<file path="src/rtl/prps_consts.vh">
// Purpose: constants for the remappable pin-select crossbar
// Assumes: 32-bit APB, one register per aligned word
// Notes:   offsets are byte addresses
`ifndef PRPS_CONSTS_VH
`define PRPS_CONSTS_VH

`define PRPS_NUM_IN        23
`define PRPS_NUM_PHYS      30
`define PRPS_NUM_PINS      34
`define PRPS_NUM_OUT_SRC   16
`define PRPS_SEL_W         6

// register map
`define PRPS_OSC_CTRL_OFS  12'h000
`define PRPS_STATUS_OFS    12'h004
`define PRPS_IN_SEL_BASE   12'h100
`define PRPS_OUT_SEL_BASE  12'h200

// oscillator control fields
`define PRPS_LOCK_BIT      6
`define PRPS_KEY_ONE       8'h46
`define PRPS_KEY_TWO       8'h57
`define PRPS_ONE_WAY_BIT   5

// reset values
`define PRPS_IN_SEL_RST    6'h3F
`define PRPS_OUT_SEL_RST   6'h00
`define PRPS_LOCK_RST      1'b0

// unlock sequence states
`define PRPS_KS_IDLE       2'h0
`define PRPS_KS_ONE        2'h1
`define PRPS_KS_OPEN       2'h2

// output codes
`define PRPS_OC_NONE       6'h00
`define PRPS_OC_TX         6'h03
`define PRPS_OC_RTS        6'h04
`define PRPS_OC_SDO        6'h07
`define PRPS_OC_SCKO       6'h08
`define PRPS_OC_SSO        6'h09
`define PRPS_OC_CMP1       6'h12
`define PRPS_OC_CMP2       6'h13
`define PRPS_OC_SYNCO      6'h25
`define PRPS_OC_REFERENCE_CLOCK_OUT     6'h26
`define PRPS_OC_ACMP1      6'h27
`define PRPS_OC_ACMP2      6'h28
`define PRPS_OC_ACMP3      6'h29
`define PRPS_OC_ACMP4      6'h2A
`define PRPS_OC_PWM_A      6'h2C
`define PRPS_OC_PWM_B      6'h2D

`endif

</file>
<file path="src/rtl/prps_crossbar.v">
// Purpose: remappable peripheral pin-select crossbar with APB registers
// Assumes: pins and peripheral outputs arrive asynchronously
// Notes:   port data/direction logic lives outside this block
`timescale 1ns/10ps
`default_nettype none
`include "prps_consts.vh"

module prps_crossbar (
	input  wire         clk,
	input  wire         rst_n,
	input  wire         psel,
	input  wire         penable,
	input  wire         pwrite,
	input  wire [11:0]  paddr,
	input  wire [31:0]  pwdata,
	output reg          pready,
	output reg  [31:0]  prdata,
	output reg          pslverr,
	input  wire         one_way_lock_cfg,
	input  wire [29:0]  remap_pin_in,
	input  wire [15:0]  periph_out,
	output reg  [22:0]  periph_in,
	output reg  [29:0]  remap_pin_out,
	output reg  [29:0]  remap_pin_own,
	output reg          mapping_lock_bit,
	output reg          cfg_mismatch_reset
);

	localparam NIN = `PRPS_NUM_IN;
	localparam NP  = `PRPS_NUM_PINS;
	localparam [5:0] NIN6      = NIN[5:0];
	localparam [5:0] VIRT_BASE = 6'h20;
	localparam [5:0] PIN_SPAN  = 6'h24;

	//--------------------------------------------------------------
	// reset release and input synchronisers
	//--------------------------------------------------------------
	reg        rst_s1_r;
	reg        rst_s2_r;
	wire       rst_sync_n = rst_s2_r;

	always @(posedge clk or negedge rst_n) begin
		if (!rst_n) begin
			rst_s1_r <= 1'b0;
			rst_s2_r <= 1'b0;
		end else begin
			rst_s1_r <= 1'b1;
			rst_s2_r <= rst_s1_r;
		end
	end

	// one-way option reads as set while in reset
	reg [29:0] pin_s1_r;
	reg [29:0] pin_s2_r;
	reg [15:0] po_s1_r;
	reg [15:0] po_s2_r;
	reg        ow_s1_r;
	reg        ow_s2_r;

	always @(posedge clk or negedge rst_sync_n) begin
		if (!rst_sync_n) begin
			pin_s1_r <= 30'h0000000;
			pin_s2_r <= 30'h0000000;
			po_s1_r  <= 16'h0000;
			po_s2_r  <= 16'h0000;
			ow_s1_r  <= 1'b1;
			ow_s2_r  <= 1'b1;
		end else begin
			pin_s1_r <= remap_pin_in;
			pin_s2_r <= pin_s1_r;
			po_s1_r  <= periph_out;
			po_s2_r  <= po_s1_r;
			ow_s1_r  <= one_way_lock_cfg;
			ow_s2_r  <= ow_s1_r;
		end
	end

	//--------------------------------------------------------------
	// apb decode
	//--------------------------------------------------------------
	wire       wait_ph  = psel && penable && !pready;
	wire       acc      = psel && penable && pready;
	wire       wr_acc   = acc && pwrite;
	wire       is_osc   = (paddr == `PRPS_OSC_CTRL_OFS);
	wire       is_stat  = (paddr == `PRPS_STATUS_OFS);
	wire       aligned  = (paddr[1:0] == 2'h0);
	wire [5:0] word_no  = paddr[7:2];
	wire       is_in    = (paddr[11:8] == 4'h1) && (word_no < NIN6) && aligned;

	//--------------------------------------------------------------
	// output selector address: pins 0..29 physical, 32..35 virtual
	//--------------------------------------------------------------
	wire       pin_ok   = (word_no < 6'h1E) ||
	                      ((word_no >= VIRT_BASE) && (word_no < PIN_SPAN));
	wire [5:0] pin_slot = (word_no >= VIRT_BASE) ? (word_no - 6'h02) : word_no;
	wire       is_out   = (paddr[11:8] == 4'h2) && pin_ok && aligned;
	wire       is_sel   = is_in || is_out;
	wire [5:0] sel_idx  = is_in ? word_no : (pin_slot + NIN6);

	// one wait state: the selector read data is registered
	always @(posedge clk or negedge rst_sync_n) begin
		if (!rst_sync_n)
			pready <= 1'b0;
		else
			pready <= wait_ph;
	end

	//--------------------------------------------------------------
	// unlock sequence and mapping lock
	//--------------------------------------------------------------
	reg  [1:0] key_r;
	reg  [1:0] key_nxt;
	reg        lock_nxt;
	reg        once_locked_r;
	wire       osc_wr = wr_acc && is_osc;
	wire [7:0] low_b  = pwdata[7:0];

	always @* begin
		key_nxt  = key_r;
		lock_nxt = mapping_lock_bit;
		// a control write off the key sequence drops it back to idle; a repeated first key keeps it at step one
		if (osc_wr) begin
			case (key_r)
			`PRPS_KS_IDLE: key_nxt = (low_b == `PRPS_KEY_ONE) ? `PRPS_KS_ONE : `PRPS_KS_IDLE;
			`PRPS_KS_ONE: key_nxt = (low_b == `PRPS_KEY_TWO) ? `PRPS_KS_OPEN :
			                    ((low_b == `PRPS_KEY_ONE) ? `PRPS_KS_ONE : `PRPS_KS_IDLE);
			`PRPS_KS_OPEN: begin
				key_nxt = `PRPS_KS_IDLE;
				if (!(ow_s2_r && once_locked_r && !pwdata[`PRPS_LOCK_BIT]))
					lock_nxt = pwdata[`PRPS_LOCK_BIT];
			end
			default: key_nxt = `PRPS_KS_IDLE;
			endcase
		end
	end

	always @(posedge clk or negedge rst_sync_n) begin
		if (!rst_sync_n) begin
			key_r            <= `PRPS_KS_IDLE;
			mapping_lock_bit <= `PRPS_LOCK_RST;
			once_locked_r    <= 1'b0;
		end else begin
			key_r            <= key_nxt;
			mapping_lock_bit <= lock_nxt;
			once_locked_r    <= once_locked_r | lock_nxt;
		end
	end

	//--------------------------------------------------------------
	// selector storage
	//--------------------------------------------------------------
	wire [341:0] fields;
	wire [5:0]   mem_rd;
	wire         mismatch;
	wire         sel_wr = wr_acc && is_sel && !mapping_lock_bit;

	prps_sel_mem u_mem (
		.clk        (clk),
		.rst_n      (rst_sync_n),
		.wr_en      (sel_wr),
		.wr_idx     (sel_idx),
		.wr_data    (pwdata[5:0]),
		.rd_idx     (sel_idx),
		.rd_data_r  (mem_rd),
		.fields     (fields),
		.mismatch_r (mismatch)
	);

	always @(posedge clk or negedge rst_sync_n) begin
		if (!rst_sync_n)
			cfg_mismatch_reset <= 1'b0;
		else
			cfg_mismatch_reset <= cfg_mismatch_reset | mismatch;
	end

	//--------------------------------------------------------------
	// apb read data and error
	//--------------------------------------------------------------
	always @(posedge clk or negedge rst_sync_n) begin
		if (!rst_sync_n) begin
			prdata  <= 32'h00000000;
			pslverr <= 1'b0;
		end else if (wait_ph) begin
			// loads with the wait state so it stands beside pready
			pslverr <= !(is_osc || is_stat || is_sel);
			if (is_osc)
				prdata <= {25'h0, mapping_lock_bit, 6'h00};
			else if (is_stat)
				prdata <= {28'h0000000, cfg_mismatch_reset, once_locked_r, ow_s2_r, mapping_lock_bit};
			else if (is_sel)
				prdata <= {26'h0, mem_rd};
			else
				prdata <= 32'h00000000;
		end else begin
			pslverr <= 1'b0;
		end
	end

	//--------------------------------------------------------------
	// input mapping
	//--------------------------------------------------------------
	// pin numbers 30 and 31 are absent and read as ground
	wire [35:0] pin_level;
	wire [22:0] in_nxt;

	genvar gi;
	generate
		for (gi = 0; gi < NIN; gi = gi + 1) begin : g_in
			wire [5:0] s = fields[gi*6 +: 6];
			assign in_nxt[gi] = (s < PIN_SPAN) ? pin_level[s]
			                                   : 1'b0;
		end
	endgenerate

	always @(posedge clk or negedge rst_sync_n) begin
		if (!rst_sync_n)
			periph_in <= 23'h0;
		else
			periph_in <= in_nxt;
	end

	//--------------------------------------------------------------
	// output mapping
	//--------------------------------------------------------------
	function automatic [1:0] out_mux;
		input [5:0]  code;
		input [15:0] src;
		begin
			case (code)
			`PRPS_OC_TX:     out_mux = {1'b1, src[0]};
			`PRPS_OC_RTS:    out_mux = {1'b1, src[1]};
			`PRPS_OC_SDO:    out_mux = {1'b1, src[2]};
			`PRPS_OC_SCKO:   out_mux = {1'b1, src[3]};
			`PRPS_OC_SSO:    out_mux = {1'b1, src[4]};
			`PRPS_OC_CMP1:   out_mux = {1'b1, src[5]};
			`PRPS_OC_CMP2:   out_mux = {1'b1, src[6]};
			`PRPS_OC_SYNCO:  out_mux = {1'b1, src[7]};
			`PRPS_OC_REFERENCE_CLOCK_OUT: out_mux = {1'b1, src[8]};
			`PRPS_OC_ACMP1:  out_mux = {1'b1, src[9]};
			`PRPS_OC_ACMP2:  out_mux = {1'b1, src[10]};
			`PRPS_OC_ACMP3:  out_mux = {1'b1, src[11]};
			`PRPS_OC_ACMP4:  out_mux = {1'b1, src[12]};
			`PRPS_OC_PWM_A:  out_mux = {1'b1, src[13]};
			`PRPS_OC_PWM_B:  out_mux = {1'b1, src[14]};
			default:         out_mux = 2'b00;
			endcase
		end
	endfunction

	wire [29:0] out_nxt;
	wire [29:0] own_nxt;

	genvar go;
	generate
		for (go = 0; go < NP; go = go + 1) begin : g_out
			wire [1:0] m = out_mux(fields[(NIN+go)*6 +: 6], po_s2_r);
			if (go < `PRPS_NUM_PHYS) begin : g_phys
				assign out_nxt[go]   = m[0];
				assign own_nxt[go]   = m[1];
				assign pin_level[go] = pin_s2_r[go];
			end else begin : g_virt
				// slots 30..33 hold virtual pins 32..35
				assign pin_level[go+2] = m[0];
			end
		end
	endgenerate
	assign pin_level[31:30] = 2'b00;

	// registered so every pin output leaves a flip-flop
	always @(posedge clk or negedge rst_sync_n) begin
		if (!rst_sync_n) begin
			remap_pin_out <= 30'h0;
			remap_pin_own <= 30'h0;
		end else begin
			remap_pin_out <= out_nxt;
			remap_pin_own <= own_nxt;
		end
	end

endmodule // prps_crossbar

`default_nettype wire

</file>
<file path="src/rtl/prps_sel_mem.v">
// Purpose: selector storage with shadow copy and mismatch detect
// Assumes: one write port, all fields visible at once
// Notes:   read data registered
`timescale 1ns/10ps
`default_nettype none
`include "prps_consts.vh"

module prps_sel_mem (
	input  wire        clk,
	input  wire        rst_n,
	input  wire        wr_en,
	input  wire [5:0]  wr_idx,
	input  wire [5:0]  wr_data,
	input  wire [5:0]  rd_idx,
	output reg  [5:0]  rd_data_r,
	output wire [341:0] fields,
	output reg         mismatch_r
);

	localparam N = `PRPS_NUM_IN + `PRPS_NUM_PINS;

	wire [N-1:0] diff;

	genvar g;
	generate
		for (g = 0; g < N; g = g + 1) begin : g_ent
			localparam [5:0] RST_VAL = (g < `PRPS_NUM_IN) ? `PRPS_IN_SEL_RST : `PRPS_OUT_SEL_RST;
			reg [5:0] main_r;
			reg [5:0] shadow_r;
			always @(posedge clk or negedge rst_n) begin
				if (!rst_n) begin
					main_r   <= RST_VAL;
					shadow_r <= RST_VAL;
				end else if (wr_en && ({26'h0, wr_idx} == g)) begin
					main_r   <= wr_data;
					shadow_r <= wr_data;
				end
			end
			assign diff[g] = (main_r != shadow_r);
			assign fields[g*6 +: 6] = main_r;
		end
	endgenerate

	always @(posedge clk or negedge rst_n) begin
		if (!rst_n) begin
			rd_data_r  <= 6'h00;
			mismatch_r <= 1'b0;
		end else begin
			rd_data_r  <= (rd_idx < N) ? fields[rd_idx*6 +: 6] : 6'h00;
			mismatch_r <= |diff;
		end
	end

endmodule // prps_sel_mem

`default_nettype wire

</file>
<file path="config.mk">
export PLATFORM = sky130hd
export DESIGN_NAME = prps_crossbar
export DESIGN_NICKNAME = d
export VERILOG_FILES = /design/src/rtl/prps_crossbar.v /design/src/rtl/prps_sel_mem.v
export VERILOG_INCLUDE_DIRS = /design/src /design/src/rtl
export SDC_FILE = /design/constraint.sdc
export NUM_CORES = 2
export LEC_CHECK = 0
export ABC_AREA = 1
export BUFFER_PORTS_ARGS = -buffer_cell sky130_fd_sc_hd__buf_2
export CORE_UTILIZATION = 50
export CTS_CLUSTER_SIZE = 12
export DETAILED_ROUTE_END_ITERATION = 16
export PLACE_DENSITY_LB_ADDON = 0.05
export SLEW_MARGIN = 15
export SYNTH_ARGS = -nofsm -noshare
export SYNTH_HDL_FRONTEND = slang
export SYNTH_SLANG_ARGS = --single-unit
</file>
<file path="constraint.sdc">
create_clock -name clk -period 22.4 [get_ports clk]
set_input_delay 4.48 -clock clk [delete_from_list [all_inputs] [get_ports clk]]
set_output_delay 4.48 -clock clk [all_outputs]
set_load 0.005 [all_outputs]
</file>
==> results.txt <==
status: finished clean
Worst EP arrival: 9.09 ns
# DRC: 0
M2 GR Usage: 56.10%
Rows: 101
final worst path period share: 38.54%
Post-CTS Hold Buffers: 0
global route total overflow: 0
Worst Skew: 0.02072 ns
Yosys top cell by area: dfrtp_1
Synth Warn #: 0
Global Route met1 Usage: 54.71%
Setup TNS: 0 ns
R2R cell count: 4
All-Layer GR Usage: 39.10%
flop-to-flop setup slack: 18.34 ns
post-synthesis cell type count: 65
placed cell count: 6,853
gr busiest metal: met2
Worst VDD drop: 0.07588 mV
clock sink count: 538
Post-synth top cells: 1,631 x nand2_1, 762 x o21ai_0, 564 x inv_1, 538 x nor2_1, 398 x dfrtp_1
count leader, synth: nand2_1
reg2reg end: remap_pin_own[9]
CTS clk-pin slew, worst paths: 0.06 ns
hold path cells: 0
Post-Synthesis Cells: 5,973
Synth top area share: 25.83%
Max stage delay cell, worst path: nor2_1
largest net degree at the start of global routing: 90
clock power share: 46.0%
Seq/Total Area, Yosys: 35.37%
sw frac: 29.44%
Comb power frac: 13.0%
mux cell area share after synthesis: 0.3213%
Avg Synthesized Cell Area: 6.455 um2
Post-Syn Area: 38,550 um2
Tightest Pin Transition: 1.385 ns
RSZ-0062 raised after global routing: no
PD cells: 58.23 nW/um2
via count: 42,220
Yosys reg bits: 538
crit-path cells: buf_2 > nand2_1 > nor2_1 > nand2_1 > nand3_2 > nand2_1 > nand2_4 > buf_4 > buf_4 > nand2_2 > nor2_1 > nand2_1 > nand2_1 > o21ai_0
setup bufs post-CTS: 0
compound-cell area share of the yosys netlist: 22.35%
Post-DRT Antenna Nets: 0
crit end category: flip-flop
share of layout cells above drive strength 1: 9.593%
core region area: 76,080 um2
cell mode on critical path: nand2_1
CTS tree: built
first-pass GRT wire length: 232.9 mm
gpl congestion: 0.9687
max_slew headroom: 7.680%
kind of critical path: primary input to flip-flop
slowest stage delay, CP: 0.83 ns
top post-synthesis cells by area: dfrtp_1 26%, nand2_1 16%, o21ai_0 9.9%
crit path time final: 8.633 ns
Chip Height: 279.7 um
Worst Path Buf+Inv: 3
Die Footprint: 78,220 um2
initial antenna violation count: 3
Post-CTS Resized: 0
CTS max path bufs: 3
routed vias/inst: 6.054
simple-gate share of the synthesized area: 31.36%
Leak: 17.99 nW
hold path endpoint: pin_s2_r[3]
final setup violation count: 0
cell family with most CP delay: simple AND/OR/NAND/NOR gates
io pins: 215
average wire per standard cell: 22.30 um
Cell Count, Final, Fillers Out: 6,973
final wirelength: 155.5 mm
final hold vios: 0
FMAX: 0.1158 GHz
Die Wd: 279.7 um
Flop pwr share: 41.1%
Fillers: 7,700
clk_lat worst skew: 0.62 ns
worst min-delay path startpoint: pin_s1_r[3]
final slew viol count: 0
PortBufs: 163
vias in the first global route: 38,220
max_cap viols: 0
worst-path maximum fanout: 70
XOR/XNOR share of the synthesized area: 0.1298%
root buf cell: clkbuf_16
Iter 0 DRT Violations: 5,245
First-pass DRT Iterations: 9
post-synthesis adder-cell area fraction: 0.06491%
Worst setup SP type: primary input
Layout area overhead: 8.464%
internal power: 1.718 mW
EDFF count, synth: 0
CTS Buf Count: 67
CTS H-tree depth: 3
Hold Path Class: flip-flop to flip-flop
largest family of logic cells by synthesized area: simple AND/OR/NAND/NOR gates
fin nets: 5,990
DP HPWL: 98.07 mm
initial cell density of the core: 50.68%
Worst EP required: 22.85 ns
Sw Pwr: 0.7170 mW
worst r2r src: rst_s2_r
dominant synthesized flop cell: dfrtp_1
met3 global-route usage: 9.775%
ys async rst share: 100.0%
==> routing by layer <==
metal	wire, um	vias up
li1	-	19800
met1	63580	19320
met2	63490	2597
met3	20260	498
met4	8114	2
met5	67	-
==> area by class of cell <==
type	instances	area, um2	share of cell area, %
diodes	1	2.502	0.005984
clock buffers	94	1949	4.662
clock inverters	25	292.8	0.7001
inverters	583	2193	5.245
multi-input cells	4459	21030	50.30
flip-flops and latches	538	13640	32.62
well taps	1030	1289	3.082
repair buffers	243	1416	3.387
==> layout by cell type (no fill, tap or decap), types with 144 or more instances in the layout <==
cell     count
nor3_1     144
nand3_1    345
dfrtp_1    397
a21oi_1    187
nand2_1   1630
o21ai_1    227
inv_1      558
o21ai_0    762
buf_2      163
nor2_1     538
==> power by group through the flow <==
stage,logic (mW),clock network [mW],registers (mW)
4_1_cts,0.301,1.13,1.00
3_3_place_gp,0.299,0,1.02
5_1_grt,0.330,1.17,1.00
3_5_place_dp,0.300,0,1.02
2_1_floorplan,0.155,0,1.02
6_report,0.316,1.12,1.00
==> worst max-delay path by stage <==
stage | from | endpoint | cells past startpoint
finish | paddr[3] | u_mem.g_ent[43].main_r[3] | 14
global route | paddr[3] | u_mem.g_ent[43].main_r[2] | 13
CTS | paddr[3] | u_mem.g_ent[43].main_r[3] | 14
detailed placement | paddr[3] | u_mem.g_ent[43].main_r[3] | 14
global placement | paddr[3] | u_mem.g_ent[43].main_r[1] | 14
floorplan | rst_s2_r | key_r[0] | 0
==> per-stage QoR <==
step	worst slack [ns]	hold WS [ns]	instance area (um2)	total power, mW	utilization, %
floorplan	6.539	0.3312	38650	1.178	-
global placement	13.35	0.3312	39570	1.315	52.02
detailed placement	13.31	0.3347	39570	1.316	52.02
CTS	13.96	0.3416	41820	2.433	54.97
global route	13.53	0.3457	41820	2.499	54.97
finish	13.77	0.3407	41820	2.435	54.97
==> flip-flops by register name, summed over array words and instances (netlist names) <==
register              cells
ow_s2_r                   1
pin_s1_r                 30
periph_in                23
pready                    1
po_s1_r                  15
prdata                    7
po_s2_r                  15
once_locked_r             1
rst_s2_r                  1
key_r                     2
remap_pin_out            30
pin_s2_r                 30
ow_s1_r                   1
u_mem.g_ent.main_r      270
u_mem.rd_data_r           6
mapping_lock_bit          1
rst_s1_r                  1
remap_pin_own            30
pslverr                   1
u_mem.g_ent.shadow_r     72
==> kinds of logic after synthesis <==
kind of cell	Yosys count
xor+xnor	4
fa+ha+maj	2
buf+inv	1001
simple gates	2884
compound gates	1531
flops	538
mux	11
other cells	2
(Power assumes the default switching activity.)
